**config.mk**
```make
export PLATFORM = sky130hd
export DESIGN_NAME = rx_packet_handler
export DESIGN_NICKNAME = d
export VERILOG_FILES = /design/src/core/rx_framer_pkg.sv /design/src/core/checksum_serial.sv /design/src/core/two_entry_buffer.sv /design/src/core/rx_packet_handler.sv
export SDC_FILE = /design/constraint.sdc
export NUM_CORES = 1
export LEC_CHECK = 0
export BUFFER_PORTS_ARGS = -buffer_cell sky130_fd_sc_hd__buf_2
export CORE_UTILIZATION = 40
export CTS_CLUSTER_SIZE = 8
export DETAILED_ROUTE_END_ITERATION = 10
export GPL_ROUTABILITY_DRIVEN = 0
export GPL_TIMING_DRIVEN = 0
export PLACE_DENSITY_LB_ADDON = 0.12
export SLEW_MARGIN = 20
export SYNTH_ARGS = -nofsm -noshare
export SYNTH_HDL_FRONTEND = slang
export SYNTH_SLANG_ARGS = --single-unit
```
**constraint.sdc**
```tcl
create_clock -name core_clk -period 6.52 [get_ports core_clk]
set_input_delay 0.326 -clock core_clk [delete_from_list [all_inputs] [get_ports core_clk]]
set_output_delay 0.326 -clock core_clk [all_outputs]
set_load 0.05 [all_outputs]
```
**src/core/rx_framer_pkg.sv**
```systemverilog
package rx_framer_pkg;
  // ==========================================
  // Register offsets
  localparam logic [5:0] OFF_MARK_HI = 6'h04;
  localparam logic [5:0] OFF_MARK_LO = 6'h05;
  localparam logic [5:0] OFF_LIMIT   = 6'h06;
  localparam logic [5:0] OFF_CTRL_A  = 6'h07;
  localparam logic [5:0] OFF_CTRL_B  = 6'h08;
  localparam logic [5:0] OFF_NODE    = 6'h09;
  localparam logic [5:0] OFF_SLOT    = 6'h0a;
  localparam logic [5:0] OFF_IF      = 6'h0b;
  // ==========================================
  // Reset values and writable bits
  localparam logic [7:0] RST_MARK_HI = 8'hd3;
  localparam logic [7:0] RST_MARK_LO = 8'h91;
  localparam logic [7:0] RST_LIMIT   = 8'hff;
  localparam logic [7:0] RST_CTRL_A  = 8'h04;
  localparam logic [7:0] RST_CTRL_B  = 8'h45;
  localparam logic [7:0] RST_NODE    = 8'h00;
  localparam logic [7:0] RST_SLOT    = 8'h00;
  localparam logic [7:0] RST_IF      = 8'h0f;
  localparam logic [7:0] MASK_CTRL_A = 8'hef;
  localparam logic [7:0] MASK_CTRL_B = 8'h77;
  localparam logic [7:0] MASK_IF     = 8'h3f;
  // ==========================================
  // Field positions
  localparam int CA_DISCARD = 3;
  localparam int CA_TRAILER = 2;
  localparam int CB_CRC_EN  = 2;
  localparam int IF_SHIFT   = 6;
  // ==========================================
  // Encodings
  localparam logic [1:0] LEN_FIXED  = 2'h0;
  localparam logic [1:0] LEN_VAR    = 2'h1;
  localparam logic [1:0] LEN_INF    = 2'h2;
  localparam logic [1:0] PATH_FIFO  = 2'h0;
  localparam logic [1:0] PATH_SYNC  = 2'h1;
  localparam logic [1:0] PATH_ASYNC = 2'h3;
  localparam logic [1:0] FLT_OFF    = 2'h0;
  localparam logic [1:0] FLT_B0     = 2'h2;
  localparam logic [1:0] FLT_B0FF   = 2'h3;
  localparam logic [7:0] BCAST_LO   = 8'h00;
  localparam logic [7:0] BCAST_HI   = 8'hff;
  localparam logic [15:0] CRC_INIT  = 16'hffff;
  localparam logic [15:0] CRC_POLY  = 16'h8005;

  typedef enum logic [2:0] {
    S_HUNT = 3'h0,
    S_LEN  = 3'h1,
    S_ADR  = 3'h2,
    S_PAY  = 3'h3,
    S_CRC  = 3'h4,
    S_ST1  = 3'h5,
    S_ST2  = 3'h6
  } state_t;

  function automatic logic addr_accept(input logic [1:0] mode, input logic [7:0] a,
                                       input logic [7:0] node);
    addr_accept = (mode == FLT_OFF) || (a == node) ||
                  (mode == FLT_B0 && a == BCAST_LO) ||
                  (mode == FLT_B0FF && (a == BCAST_LO || a == BCAST_HI));
  endfunction
endpackage

```
**src/core/checksum_serial.sv**
```systemverilog
`timescale 1ns/1ns
module checksum_serial
  import rx_framer_pkg::*;
(
  // Clock and reset
  input  wire logic        core_clk,
  input  wire logic        rst_core_n,
  // Bit stream
  input  wire logic        clear,
  input  wire logic        bit_en,
  input  wire logic        bit_in,
  // Result
  output logic             next_zero
);
  logic [15:0] crc;
  logic [15:0] next_crc;

  function automatic logic [15:0] crc_step(input logic [15:0] c, input logic b);
    crc_step = {c[14:0], 1'b0} ^ ((c[15] ^ b) ? CRC_POLY : 16'h0000);
  endfunction

  always_comb begin
    next_crc = crc;
    if (clear) begin
      next_crc = CRC_INIT;
    end else if (bit_en) begin
      next_crc = crc_step(crc, bit_in);
    end
  end

  // Zero after the last checksum bit means the packet is good
  assign next_zero = (crc_step(crc, bit_in) == 16'h0000);

  always_ff @(posedge core_clk or negedge rst_core_n) begin
    if (!rst_core_n) begin
      crc <= CRC_INIT;
    end else begin
      crc <= next_crc;
    end
  end
endmodule

```
**src/core/two_entry_buffer.sv**
```systemverilog
`timescale 1ns/1ns
module two_entry_buffer #(
  parameter int WIDTH = 8,
  parameter int DEPTH = 2
) (
  // Clock and reset
  input  wire logic             core_clk,
  input  wire logic             rst_core_n,
  // Filling side
  input  wire logic             in_valid,
  output logic                  in_ready,
  input  wire logic [WIDTH-1:0] in_data,
  // Draining side
  output logic                  out_valid,
  input  wire logic             out_ready,
  output logic [WIDTH-1:0]      out_data
);
  localparam int PW = (DEPTH > 1) ? $clog2(DEPTH) : 1;
  localparam int CW = $clog2(DEPTH + 1);

  logic [WIDTH-1:0] mem      [DEPTH];
  logic [WIDTH-1:0] next_mem [DEPTH];
  logic [PW-1:0]    wr_ptr;
  logic [PW-1:0]    rd_ptr;
  logic [CW-1:0]    count;
  logic [PW-1:0]    next_wr_ptr;
  logic [PW-1:0]    next_rd_ptr;
  logic [CW-1:0]    next_count;
  logic             push;
  logic             pop;

  function automatic logic [PW-1:0] wrap_inc(input logic [PW-1:0] p);
    wrap_inc = (p == PW'(DEPTH - 1)) ? '0 : p + 1'b1;
  endfunction

  assign in_ready  = (count != CW'(DEPTH));
  assign out_valid = (count != '0);
  assign out_data  = mem[rd_ptr];
  assign push      = in_valid && in_ready;
  assign pop       = out_valid && out_ready;

  always_comb begin
    next_mem    = mem;
    next_wr_ptr = wr_ptr;
    next_rd_ptr = rd_ptr;
    next_count  = count;
    if (push) begin
      next_mem[wr_ptr] = in_data;
      next_wr_ptr      = wrap_inc(wr_ptr);
    end
    if (pop) begin
      next_rd_ptr = wrap_inc(rd_ptr);
    end
    if (push && !pop) begin
      next_count = count + 1'b1;
    end else if (pop && !push) begin
      next_count = count - 1'b1;
    end
  end

  always_ff @(posedge core_clk or negedge rst_core_n) begin
    if (!rst_core_n) begin
      wr_ptr <= '0;
      rd_ptr <= '0;
      count  <= '0;
      for (int i = 0; i < DEPTH; i++) begin
        mem[i] <= '0;
      end
    end else begin
      wr_ptr <= next_wr_ptr;
      rd_ptr <= next_rd_ptr;
      count  <= next_count;
      mem    <= next_mem;
    end
  end
endmodule

```
**src/core/rx_packet_handler.sv**
```systemverilog
// What this block does
// - Detect the 16-bit marker from two registers, reset 0xd3 and 0x91.
// - Fixed length mode: every packet is exactly the size limit, reset 255.
// - Variable length mode: the size limit is the largest length accepted.
// - With discard set, a failed checksum flushes the receive FIFO.
// - With trailer enabled, append RSSI and checksum-good bytes after payload.
// - Filter mode: 00 none, 01 own, 10 plus 0x00, 11 plus 0x00 and 0xff.
// - Output path: 00 FIFO, 01 synchronous serial pin, 11 asynchronous serial pin.
// - Size mode: 00 fixed, 01 length from first byte, 10 infinite.
// - Compare received address with own node id, broadcasts if enabled.
// - Add slot index times channel spacing to the base frequency.
// - In receive subtract intermediate code times crystal over 1024; feed mixer.
`timescale 1ns/1ns
module rx_packet_handler
  import rx_framer_pkg::*;
(
  // Clock and reset
  input  wire logic        core_clk,
  input  wire logic        rst_n,
  // Register port
  input  wire logic [5:0]  reg_addr,
  input  wire logic        reg_wr,
  input  wire logic        reg_rd,
  input  wire logic [7:0]  reg_wdata,
  output logic [7:0]       reg_rdata,
  // Demodulated bits
  input  wire logic        rx_bit,
  input  wire logic        rx_bit_valid,
  output logic             rx_bit_ready,
  input  wire logic [7:0]  rssi,
  input  wire logic [6:0]  link_quality,
  // Receive FIFO side
  output logic [7:0]       fifo_data,
  output logic             fifo_valid,
  input  wire logic        fifo_ready,
  output logic             rx_flush,
  // Serial output pins
  output logic [1:0]       general_output_pins,
  // Synthesizer
  input  wire logic        rx_mode,
  input  wire logic [23:0] base_freq,
  input  wire logic [15:0] rf_slot_index_spacing,
  output logic [23:0]      synth_word,
  output logic [4:0]       mixer_if_code
);
  // ==========================================
  // Reset release
  logic rst_meta_n;
  logic rst_core_n;

  always_ff @(posedge core_clk or negedge rst_n) begin
    if (!rst_n) begin
      rst_meta_n <= 1'b0;
      rst_core_n <= 1'b0;
    end else begin
      rst_meta_n <= 1'b1;
      rst_core_n <= rst_meta_n;
    end
  end

  // ==========================================
  // Registers
  logic [7:0] mark_hi, mark_lo, limit, ctrl_a, ctrl_b, node, slot, if_ctl;
  logic [7:0] next_mark_hi, next_mark_lo, next_limit, next_ctrl_a;
  logic [7:0] next_ctrl_b, next_node, next_slot, next_if_ctl, next_rdata;

  logic       discard;
  logic       trailer;
  logic [1:0] filter;
  logic [1:0] path;
  logic       crc_en;
  logic [1:0] size;

  assign discard = ctrl_a[CA_DISCARD];
  assign trailer = ctrl_a[CA_TRAILER];
  assign filter  = ctrl_a[1:0];
  assign path    = ctrl_b[5:4];
  assign crc_en  = ctrl_b[CB_CRC_EN];
  assign size    = ctrl_b[1:0];

  always_comb begin
    next_mark_hi = mark_hi;
    next_mark_lo = mark_lo;
    next_limit   = limit;
    next_ctrl_a  = ctrl_a;
    next_ctrl_b  = ctrl_b;
    next_node    = node;
    next_slot    = slot;
    next_if_ctl  = if_ctl;
    next_rdata   = reg_rdata;
    if (reg_wr) begin
      case (reg_addr)
        OFF_MARK_HI: next_mark_hi = reg_wdata;
        OFF_MARK_LO: next_mark_lo = reg_wdata;
        OFF_LIMIT:   next_limit   = reg_wdata;
        OFF_CTRL_A:  next_ctrl_a  = reg_wdata & MASK_CTRL_A;
        OFF_CTRL_B:  next_ctrl_b  = reg_wdata & MASK_CTRL_B;
        OFF_NODE:    next_node    = reg_wdata;
        OFF_SLOT:    next_slot    = reg_wdata;
        OFF_IF:      next_if_ctl  = reg_wdata & MASK_IF;
        default:     next_node    = node;
      endcase
    end
    if (reg_rd) begin
      case (reg_addr)
        OFF_MARK_HI: next_rdata = mark_hi;
        OFF_MARK_LO: next_rdata = mark_lo;
        OFF_LIMIT:   next_rdata = limit;
        OFF_CTRL_A:  next_rdata = ctrl_a;
        OFF_CTRL_B:  next_rdata = ctrl_b;
        OFF_NODE:    next_rdata = node;
        OFF_SLOT:    next_rdata = slot;
        OFF_IF:      next_rdata = if_ctl;
        default:     next_rdata = 8'h00;
      endcase
    end
  end

  always_ff @(posedge core_clk or negedge rst_core_n) begin
    if (!rst_core_n) begin
      mark_hi   <= RST_MARK_HI;
      mark_lo   <= RST_MARK_LO;
      limit     <= RST_LIMIT;
      ctrl_a    <= RST_CTRL_A;
      ctrl_b    <= RST_CTRL_B;
      node      <= RST_NODE;
      slot      <= RST_SLOT;
      if_ctl    <= RST_IF;
      reg_rdata <= 8'h00;
    end else begin
      mark_hi   <= next_mark_hi;
      mark_lo   <= next_mark_lo;
      limit     <= next_limit;
      ctrl_a    <= next_ctrl_a;
      ctrl_b    <= next_ctrl_b;
      node      <= next_node;
      slot      <= next_slot;
      if_ctl    <= next_if_ctl;
      reg_rdata <= next_rdata;
    end
  end

  // ==========================================
  // Packet engine
  state_t      state, next_state;
  logic [14:0] shreg, next_shreg;
  logic [2:0]  bitcnt, next_bitcnt;
  logic [6:0]  sh, next_sh;
  logic [7:0]  remain, next_remain;
  logic        crc_ok, next_crc_ok;
  logic        next_flush;
  logic        crc_clear;
  logic        crc_zero;
  logic        in_data_state;
  logic        bit_take;
  logic        byte_done;
  logic [7:0]  byte_val;
  logic        buf_in_valid;
  logic        buf_in_ready;
  logic [7:0]  buf_in_data;

  // Next step once the payload has ended
  function automatic state_t after_payload(input logic c_en, input logic trl);
    after_payload = c_en ? S_CRC : (trl ? S_ST1 : S_HUNT);
  endfunction

  assign in_data_state = (state == S_LEN) || (state == S_ADR) ||
                         (state == S_PAY) || (state == S_CRC);
  // Bits are held off while the buffer is full, so no byte is lost
  assign rx_bit_ready  = (path != PATH_FIFO) ||
                         (buf_in_ready && state != S_ST1 && state != S_ST2);
  assign bit_take      = rx_bit_valid && rx_bit_ready;
  assign byte_val      = {sh, rx_bit};
  assign byte_done     = bit_take && in_data_state && bitcnt == 3'h7;
  assign buf_in_valid  = (byte_done && state != S_CRC) ||
                         state == S_ST1 || state == S_ST2;
  assign buf_in_data   = (state == S_ST1) ? rssi :
                         (state == S_ST2) ? {crc_ok, link_quality} : byte_val;

  always_comb begin
    next_state  = state;
    next_shreg  = shreg;
    next_bitcnt = bitcnt;
    next_sh     = sh;
    next_remain = remain;
    next_crc_ok = crc_ok;
    next_flush  = 1'b0;
    crc_clear   = 1'b0;
    if (bit_take && in_data_state) begin
      next_bitcnt = bitcnt + 3'h1;
      next_sh     = byte_val[6:0];
    end
    case (state)
      S_HUNT: begin
        if (bit_take && path == PATH_FIFO) begin
          next_shreg = {shreg[13:0], rx_bit};
          if ({shreg, rx_bit} == {mark_hi, mark_lo}) begin
            next_shreg  = '0;
            next_bitcnt = 3'h0;
            next_remain = limit;
            next_crc_ok = 1'b0;
            crc_clear   = 1'b1;
            next_state  = (size == LEN_VAR) ? S_LEN :
                          (filter != FLT_OFF) ? S_ADR : S_PAY;
          end
        end
      end
      S_LEN: begin
        if (byte_done) begin
          if (byte_val == 8'h00 || byte_val > limit) begin
            next_flush = 1'b1;
            next_state = S_HUNT;
          end else begin
            next_remain = byte_val;
            next_state  = (filter != FLT_OFF) ? S_ADR : S_PAY;
          end
        end
      end
      S_ADR: begin
        if (byte_done) begin
          next_remain = remain - 8'h01;
          if (!addr_accept(filter, byte_val, node)) begin
            next_flush = 1'b1;
            next_state = S_HUNT;
          end else if (remain == 8'h01 && size != LEN_INF) begin
            next_remain = 8'h02;
            next_state  = after_payload(crc_en, trailer);
          end else begin
            next_state  = S_PAY;
          end
        end
      end
      S_PAY: begin
        if (byte_done && size != LEN_INF) begin
          next_remain = remain - 8'h01;
          if (remain == 8'h01) begin
            next_remain = 8'h02;
            next_state  = after_payload(crc_en, trailer);
          end
        end
      end
      S_CRC: begin
        if (byte_done) begin
          next_remain = remain - 8'h01;
          if (remain == 8'h01) begin
            next_crc_ok = crc_zero;
            if (!crc_zero && discard) begin
              next_flush = 1'b1;
              next_state = S_HUNT;
            end else begin
              next_state = trailer ? S_ST1 : S_HUNT;
            end
          end
        end
      end
      S_ST1: begin
        if (buf_in_ready) begin
          next_state = S_ST2;
        end
      end
      S_ST2: begin
        if (buf_in_ready) begin
          next_state = S_HUNT;
        end
      end
      default: next_state = S_HUNT;
    endcase
  end

  always_ff @(posedge core_clk or negedge rst_core_n) begin
    if (!rst_core_n) begin
      state    <= S_HUNT;
      shreg    <= '0;
      bitcnt   <= 3'h0;
      sh       <= '0;
      remain   <= 8'h00;
      crc_ok   <= 1'b0;
      rx_flush <= 1'b0;
    end else begin
      state    <= next_state;
      shreg    <= next_shreg;
      bitcnt   <= next_bitcnt;
      sh       <= next_sh;
      remain   <= next_remain;
      crc_ok   <= next_crc_ok;
      rx_flush <= next_flush;
    end
  end

  checksum_serial u_checksum (
    .core_clk   (core_clk),
    .rst_core_n (rst_core_n),
    .clear      (crc_clear),
    .bit_en     (bit_take && in_data_state),
    .bit_in     (rx_bit),
    .next_zero  (crc_zero)
  );

  two_entry_buffer #(.WIDTH(8), .DEPTH(2)) u_buffer (
    .core_clk   (core_clk),
    .rst_core_n (rst_core_n),
    .in_valid   (buf_in_valid),
    .in_ready   (buf_in_ready),
    .in_data    (buf_in_data),
    .out_valid  (fifo_valid),
    .out_ready  (fifo_ready),
    .out_data   (fifo_data)
  );

  // ==========================================
  // Serial pins and synthesizer word
  logic [1:0]  next_pins;
  logic [23:0] next_synth;

  always_comb begin
    case (path)
      PATH_SYNC:  next_pins = {rx_bit_valid, rx_bit};
      PATH_ASYNC: next_pins = {1'b0, rx_bit};
      default:    next_pins = 2'h0;
    endcase
    next_synth = base_freq + 24'(slot * rf_slot_index_spacing);
    if (rx_mode) begin
      next_synth = next_synth - (24'(if_ctl[4:0]) << IF_SHIFT);
    end
  end

  always_ff @(posedge core_clk or negedge rst_core_n) begin
    if (!rst_core_n) begin
      general_output_pins <= 2'h0;
      synth_word          <= 24'h000000;
      mixer_if_code       <= 5'h00;
    end else begin
      general_output_pins <= next_pins;
      synth_word          <= next_synth;
      mixer_if_code       <= if_ctl[4:0];
    end
  end
endmodule

```
Yosys cells after proc, flatten, opt, wreduce, memory -nomap -nowiden
Index checks and enable logic that the tools add are counted.

storage, ports and cells
  register bits = 174

cells by class
  add/subtract/negate cells = 8
  $lt $le $gt $ge = 4
  bitwise gates (word level) = 4
  multiplexer cells = 69
  multipliers = 1
  equality and inequality tests = 40
  reductions and logical operators = 55

operator list
  cell                  count
  $mux W8               16
  $pmux W8 S8           1
  $mux W3               20
  $mux W16              3
  $pmux W8 S5           1
  $add A24 B24 Y24      1
  $eq A6 B3 Y1 const B  4
  $eq A6 B4 Y1 const B  4
  $mul A8 B16 Y24       1
  $mux W24              1
  $sub A24 B11 Y24      1
  $pmux W3 S7           1
  $ne A2 B2 Y1 const B  10
  $reduce_and A2 Y1     9
  $logic_and A1 B1 Y1   17
  $mux W1               17
  $bwmux W16            1
  $eq A16 B16 Y1        1
  $logic_not A16 Y1     1
  $xor A16 B16 Y16      1
  $mux W15              1
  $eq A3 B3 Y1 const B  4
  $reduce_bool A2 Y1    6
  $logic_or A1 B1 Y1    11
  other kinds (32)      48

Longest topological paths before layout
Gate-level depths: netlist of the first run.

  depth after elaboration = 15
  mapped depth = 27
  depth with buffers taken out = 25

By module
From an unflattened synthesis of the first run, not the netlist that was laid out.

unflattened totals
  cells, all modules = 1386
  area, all modules = 13679.4 µm²

by module, submodules not included
  module             times used  area an instance (µm²)  cells each  seq. area each (µm²)
  rx_packet_handler  1           11944.0                 1262        3483.3
  two_entry_buffer   1           969.7                   60          500.5
  checksum_serial    1           765.7                   64          420.4

Worst setup path before layout of the first run
Ideal clock, no wire load.

  path type = reg-to-reg
  start point = reg slot[1]
  end point = reg synth_word[22]
  cell stages (with the launch flop) = 24
  buffers on the path = 3
  arrival = 5.679 ns
  setup time = 0.129 ns
  period minus slack after synthesis = 5.808 ns
  data required time = 6.391 ns
  path slack = 0.712 ns
  path through = dfrtp_1 clkbuf_1 clkbuf_1 nand2_1 fa_1 inv_1 fa_1 fa_1 inv_1 fa_1 inv_1 ha_1 and3_1 a221oi_2 xnor2_1 ha_1 a21oi_1 nor2b_1 or4b_1 buf_2 nor2_1 and3_1 nand4b_1 xor2_1

on the way
  word-level cells in the longest chain between the ends = 4

ends and longest elaborated chain
  what                      line                      RTL
  start, declared           rx_packet_handler.sv:63   logic [7:0] mark_hi, mark_lo, limit, ctrl_a, ctrl_b, node, slot, if_ctl;
  start signal, assigned    rx_packet_handler.sv:137  slot <= next_slot;
  $mul A8 B16 Y24 (*)       rx_packet_handler.sv:321  next_synth = base_freq + 24'(slot * rf_slot_index_spacing);
  $add A24 B24 Y24 (*)      rx_packet_handler.sv:321
  $sub A24 B11 Y24          rx_packet_handler.sv:323  next_synth = next_synth - (24'(if_ctl[4:0]) << IF_SHIFT);
  $mux W24 (*)              rx_packet_handler.sv:322  if (rx_mode) begin
  named net next_synth[22]  rx_packet_handler.sv:313  logic [23:0] next_synth;
  end signal, assigned      rx_packet_handler.sv:334  synth_word <= next_synth;
  end, declared             rx_packet_handler.sv:43   output logic [23:0] synth_word,

The timed path passes the listed nets; every way through them passes the cells marked *.
A chain may end at the register's enable or synchronous reset.

Worst setup path in the final report of the first run
  start point = reg slot[6]
  end point = reg synth_word[22]

The elaborated chain is that of the path after synthesis.

==> impl_metrics.tcl, run 1 <==
set metrics [dict create \
    firstDrtPassIters 6 \
    io_buffers 121 \
    synth.net_count 1605 \
    synth_top_area_share_pct 25.2 \
    diodes 0 \
    netlist_area_sq_um 13300 \
    p_switching_uw 3440 \
    synthSimpleGateAreaFrac_pct 14.8 \
    maxSlewViolCount 0 \
    clockBufferDepth 2 \
    overflow 0 \
    num-nets-final 1749 \
    share_comb_of_total_power_pct 60.8 \
    cpPeakStageDelay_ns 0.54 \
    final-setup-viol-count 0 \
    synth.avg_cell_area_sq_um 9.80 \
    nFillCells 3236 \
    wl_met3_um 1670 \
    numCtsBuffers 17 \
    core-area_sq_um 32700 \
    finalCritPeriodShare_pct 94.7 \
    drive_gt1_share_pct 21.1 \
    p_per_area_nw_per_um2 469 \
    relSlewSlack_pct 28.2 \
    async_flop_share_pct 100 \
    synth_compound_area_share_pct 11.4 \
    r2r_slack_ns 0.35 \
    crit_chain "clkbuf_4 -> nand2_1 -> fa_1 -> fa_1 -> inv_1 -> fa_1 -> inv_1 -> fa_1 -> inv_1 -> ha_1 -> a21o_1 -> a221oi_4 -> xnor2_1 -> ha_1 -> a21oi_1 -> nor2b_1 -> or4b_1 -> buf_2 -> nor2_1 -> and3_1 -> nand4b_1 -> xor2_1" \
    syn_to_final_growth_pct 14.4 \
    via_count 10173 \
    p_int_uw 3710 \
    synth-edff-count 0 \
    worstHoldEndpoint "synth_word[0]" \
    ios 127 \
    dp.cells 1926 \
    yosysWarnings 0 \
    rr_endpoint "synth_word[22]" \
    tightest_slew_ns 1.07 \
    yosysTopAreaCell "dfrtp_1" \
    crit_fanout 10 \
    sw_frac_of_total_pct 48.1 \
    drc 0 \
    clk_pin_slew_ns 0.07 \
    cp_slowest_cell "fa_1" \
    die_x_um 185 \
    top_layer_used "met5" \
    netlist_top_cells_count "inv_1, nand2_1, dfrtp_1" \
    finalCriticalPeriod_ns 6.17 \
    antenna_found_initial 1 \
    critPathLaunchType "register" \
    cts_sinks 174 \
    fin_skew_ns 0.0104 \
    synth_most_common_cell "inv_1" \
    fin_cells 1959 \
    finalHoldViolations 0 \
    fmax_mhz 162 \
    ff2ff_path_depth 22 \
    cts_tree "yes" \
    synthTopCellsByArea "dfrtp_1, fa_1, dfstp_2" \
    muxShareOfSynthArea_pct 7.65 \
    seq_power_share_pct 24.4 \
    synthCells 1360 \
    final_area_sq_um 15300 \
    ys_ff_latch 174 \
    status "finished clean" \
    rr_startpoint "slot[6]" \
    critPathBufInv 5 \
    wl_met2_um 15500 \
    min_path_type "in -> reg" \
    clkPwrFrac_pct 14.9 \
    peakVddDrop_mv 0.337 \
    wl_per_cell_um 17.6 \
    crit_type "reg -> reg" \
    crit_arrival_ns 6.49 \
    track_usage_pct 21.7 \
    chipHeight_um 185 \
    place_area_sq_um 14600 \
    cap_violations 0 \
    cp-end-kind "register" \
    num_rows 66 \
    cp_top_family "adder cells" \
    met1_length_um 16900 \
    via_per_inst 5.19 \
    wirelength_um 34500 \
    synth_xor_area_share_pct 4.66 \
    synthAdderAreaFrac_pct 21.8 \
    clk_latency_ns 0.44 \
    p_leak_uw 0.00726 \
    seq_area_frac_synth_pct 33.0 \
    ctsHtreeMaxLevel 4 \
    grt_max_degree 52 \
    grt_setup_unrepaired "true" \
    dieArea_sq_um 34100 \
    place_hpwl_um 26500 \
    synth_top_family_by_area "adder cells" \
    cts-root-buf "clkbuf_16" \
    synth_ff_type "dfrtp_1" \
    crit_required_ns 6.84 \
    cp_common_cell "fa_1" \
    min_path_cells 2 \
    drt_iter0_drc 788 \
    ant_nets 0 \
    ys_types 66 \
    grt_first_pass_wirelength_um 56800 \
    worstHoldStart "base_freq[0]" \
    grt_pass1_vias 10450 \
    start_util_pct 40.8 \
]
worst reg2reg max path: cells and delay by family (launching register included):
family,cells,cell delay (ns)
fa+ha+maj,6,2.71
buf+inv,5,0.58
simple gates,6,1.05
xor+xnor,2,0.37
compound gates,3,0.85
flops,1,0.47
routing by layer:
metal | up-vias | global-route usage, %
met4 | 2 | 4.63
met3 | 30 | 4.43
met2 | 218 | 33.5
met5 | - | 0
met1 | 5105 | 31.2
li1 | 4818 | -
metrics by stage:
stage / TNS (ns) / total power [uW] / setup WS, ns / hold WS, ns / utilization, %
after floorplan: 0 / 5070 / 0.712 / 0.0304 / -
after global placement: -107.18 / 6010 / -0.823 / 0.111 / 44.3
after detailed placement: -1.04 / 6050 / -0.300 / 0.113 / 44.6
final: 0 / 7150 / 0.349 / 0.134 / 46.6
after global routing: 0 / 7870 / 0.000409 / 0.139 / 46.6
after CTS: 0 / 7160 / 0.000558 / 0.116 / 46.5
cell type report:
cell class                 instances  area, sq um  area share, %
sequential                       174         4420           29.0
buffer                            44          200           1.31
tap                              442          553           3.63
clock buffer                      19          475           3.12
timing repair buffer             127          713           4.68
inverter                         187          702           4.60
multi-input combinational        953         8060           52.8
clock inverter                    13          135          0.886
power groups by stage:
stage	sequential, uW	combinational [uW]	clock [uW]
6_report	1740	4350	1060
5_1_grt	1780	4950	1130
2_1_floorplan	1910	3150	0
4_1_cts	1740	4330	1090
3_5_place_dp	1750	4300	0
3_3_place_gp	1770	4240	0
how the worst max path moves through the flow:
stage               start              to  slack, ns  depth (start not counted)
2_1_floorplan     slot[1]  synth_word[22]       0.71                         23
3_3_place_gp   rst_core_n   synth_word[0]      -0.82                          0
3_5_place_dp      slot[1]  synth_word[22]      -0.30                         23
4_1_cts           slot[1]  synth_word[22]     0.0006                         22
5_1_grt           slot[0]  synth_word[22]     0.0004                         22
6_report          slot[6]  synth_word[22]       0.35                         22
cells in the final DEF (no fill, tap or decap), drive strengths merged, types with 27 or more instances in the layout:
cell / synthesis / layout
buf: 8 / 137
and2: 94 / 94
mux2: 87 / 87
dfrtp: 134 / 134
dfstp: 40 / 40
nor2: 58 / 58
inv: 187 / 196
clkbuf: 38 / 52
xnor2: 44 / 44
xor2: 27 / 27
a21oi: 48 / 48
o21ai: 52 / 52
nand2: 140 / 140
ha: 61 / 61
fa: 107 / 107
what timing repair did:
action / CTS / global route
setup buffers: 0 / 2
endpoints found under the setup margin: 7 / 7
gates resized for setup: 8 / 26
hold endpoints to repair: 2 / 0
pin swaps: 0 / 1
hold buffers: 1 / 0
logic make-up (layout without fill, tap and decap cells):
logic type | after synthesis | count (layout)
compound gates | 227 | 227
other cells | 1 | 1
fa+ha+maj | 168 | 168
mux | 91 | 91
xor+xnor | 71 | 71
simple gates | 395 | 395
flops | 174 | 174
buf+inv | 233 | 390
flip-flops by register name, summed over array words and instances (netlist names), 5 cells and up:
register and cells:
slot 8, sh 7, reg_rdata 8, mixer_if_code 5, synth_word 24, u_checksum.crc 16
if_ctl 6, shreg 15, ctrl_a 7, mark_hi 8, mark_lo 8, ctrl_b 6
remain 8, limit 8, u_buffer.mem 16, node 8
Power figures use the tool's default switching activity.
==> run 2: changes to the inputs <==
--- a/config.mk
+++ b/config.mk
@@ -6,7 +6,9 @@
 export NUM_CORES = 1
 export LEC_CHECK = 0
 export BUFFER_PORTS_ARGS = -buffer_cell sky130_fd_sc_hd__buf_2
-export CORE_UTILIZATION = 40
+export CELL_PAD_IN_SITES_DETAIL_PLACEMENT = 1
+export CELL_PAD_IN_SITES_GLOBAL_PLACEMENT = 2
+export CORE_UTILIZATION = 39
 export CTS_CLUSTER_SIZE = 8
 export DETAILED_ROUTE_END_ITERATION = 10
 export GPL_ROUTABILITY_DRIVEN = 0
==> constraint.sdc (replaced) <==
create_clock -name core_clk -period 6.52 [get_ports core_clk]
set_input_delay 0.326 -clock core_clk [delete_from_list [all_inputs] [get_ports core_clk]]
set_output_delay 0.326 -clock core_clk [all_outputs]
set_load 0.01 [all_outputs]
==> run 2 against run 1 <==
First-iteration DRC count fell by 50%. Setup slack worse by 0.022 ns. Global-route usage rose by 0.76 points. Flip-flop and latch count unchanged. Sequential power about the same. Fmax is 0.36% lower. Via count is 0.72% higher. Critical path depth did not move. Utilization down 1.4 points. Clock power fell by 6%.
==> impl_metrics.tcl, run 2 (synthesis results as in run 1) <==
set metrics [dict create \
    cts_sinks 174 \
    clk_latency_ns 0.44 \
    fin_cells 1962 \
    tightest_slew_ns 1.20 \
    num-nets-final 1746 \
    grt_pass1_vias 11208 \
    critPathBufInv 5 \
    crit_fanout 10 \
    wl_met2_um 17100 \
    numCtsBuffers 17 \
    dieArea_sq_um 34900 \
    drc 0 \
    dp.cells 1932 \
    clk_pin_slew_ns 0.07 \
    cp_slowest_cell "fa_1" \
    cp_common_cell "fa_1" \
    drive_gt1_share_pct 20.9 \
    overflow 0 \
    top_layer_used "met4" \
    top_register "synth_word" \
    crit_required_ns 6.83 \
    status "finished clean" \
    final-setup-viol-count 0 \
    min_path_type "in -> reg" \
    finalCriticalPeriod_ns 6.19 \
    peakVddDrop_mv 0.227 \
    wirelength_um 36800 \
    via_per_inst 5.22 \
    ctsHtreeMaxLevel 4 \
    ant_nets 0 \
    drt_iter0_drc 392 \
    finalCritPeriodShare_pct 95.0 \
    p_per_area_nw_per_um2 448 \
    num_rows 67 \
    firstDrtPassIters 5 \
    syn_to_final_growth_pct 14.1 \
    relSlewSlack_pct 19.3 \
    sw_frac_of_total_pct 46.0 \
    crit_arrival_ns 6.50 \
    track_usage_pct 22.5 \
    cpPeakStageDelay_ns 0.55 \
    cap_violations 0 \
    core-area_sq_um 33600 \
    place_hpwl_um 28600 \
    p_switching_uw 3140 \
    layout_common_cells "inv_1, nand2_1, buf_2" \
    wl_met3_um 1140 \
    whs_ns 0.143 \
    die_x_um 187 \
    cp-end-kind "register" \
    dp_slack_ns -0.463 \
    chipHeight_um 187 \
    clkPwrFrac_pct 14.7 \
    clockBufferDepth 2 \
    setup_ws_ns 0.327 \
    postLayoutCoreUtil_pct 45.2 \
    wl_per_cell_um 18.8 \
    p_leak_uw 0.00721 \
    setup_tns_ns 0 \
    met1_length_um 18100 \
    largest_reg_flops 24 \
    p_int_uw 3680 \
    grt_first_pass_wirelength_um 61900 \
    io_buffers 121 \
    seq_power_share_pct 25.7 \
    maxSlewViolCount 0 \
    final_common_cell "inv_1" \
    cts_tree "yes" \
    fmax_mhz 161 \
    cp_top_family "adder cells" \
    crit_chain "clkbuf_4 -> nand2_1 -> fa_1 -> fa_1 -> inv_1 -> fa_1 -> inv_1 -> fa_1 -> inv_1 -> ha_1 -> a21o_1 -> a221oi_4 -> xnor2_1 -> ha_1 -> a21oi_1 -> nor2b_1 -> or4b_1 -> buf_2 -> nor2_1 -> and3_1 -> nand4b_1 -> xor2_1" \
    share_comb_of_total_power_pct 59.6 \
    critPathLaunchType "register" \
    via_count 10246 \
    finalHoldViolations 0 \
    diodes 0 \
    antenna_found_initial 0 \
    ios 127 \
    start_util_pct 39.7 \
    top_regs "synth_word: 24 flops, u_buffer.mem: 16 flops, u_checksum.crc: 16 flops" \
    grt_max_degree 57 \
    fin_skew_ns 0.00967 \
    crit_type "reg -> reg" \
    cts-root-buf "clkbuf_16" \
]
==> run 2: changes by cell type in the layout (fill, tap and decap cells not counted), sizes merged <==
cell and delta:
clkinvlp +3, clkinv +1, buf -2, clkbuf -1, inv -4
==> run 2: power by group through the flow <==
stage / Sequential [uW] / Clock [uW] / Combinational, uW
finish: 1750 / 1000 / 4070
global route: 1790 / 1070 / 4670
CTS: 1750 / 1030 / 4090
detailed placement: 1750 / 0 / 4060
global placement: 1760 / 0 / 3950
floorplan: 1680 / 0 / 3010
==> run 2: worst register-to-register path: stages, from the launching register on <==
cell      delay, ns
dfrtp_2        0.47
clkbuf_4       0.26
nand2_1        0.10
fa_1           0.51
fa_1           0.55
inv_1          0.06
fa_1           0.53
inv_1          0.05
fa_1           0.53
inv_1          0.04
ha_1           0.35
a21o_1         0.21
a221oi_4       0.42
xnor2_1        0.19
ha_1           0.28
a21oi_1        0.21
nor2b_1        0.07
or4b_1         0.49
buf_2          0.19
nor2_1         0.09
and3_1         0.19
nand4b_1       0.12
xor2_1         0.17
==> run 2: metrics by stage <==
step	instance area, sq um	power, uW
floorplan	13300	4690
global placement	14500	5720
detailed placement	14600	5820
CTS	15200	6870
global route	15200	7530
finish	15200	6820
==> run 2: repair_timing <==
action | 4_1_cts | 5_1_grt
endpoints found under the setup margin | 11 | 8
pin swaps | 0 | 1
endpoints found under the hold margin | 2 | 0
setup buffers | 0 | 2
hold buffers | 1 | 0
resized for setup | 9 | 20
==> run 2: path summary, 6_finish.rpt <==
kind / from / to / slack [ns] / cells after the start
min: base_freq[0] / synth_word[0] / 0.14 / 2
min reg2reg: rst_core_n / synth_word[17] / 0.34 / 0
max: slot[7] / synth_word[22] / 0.33 / 22
max reg2reg: slot[7] / synth_word[22] / 0.33 / 22
max in group asynchronous: rst_core_n / mark_lo[0] / 5.16 / 2
min in group asynchronous: rst_n / rst_core_n / 0.20 / 2
==> run 2: final cells by class <==
class | instances | area (sq um)
Fill cell | 3848 | 18400
Multi-Input combinational cell | 953 | 8070
Sequential cell | 174 | 4420
Timing Repair Buffer | 127 | 706
Inverter | 187 | 702
Tap cell | 448 | 561
Clock buffer | 19 | 443
Buffer | 41 | 180
Clock inverter | 13 | 131
==> run 2: per-layer routing <==
layer / GRT usage, % / vias up
met1: 32.0 / 5231
met5: 0 / -
met4: 4.45 / 0
li1: - / 4815
met2: 36.6 / 171
met3: 3.08 / 29
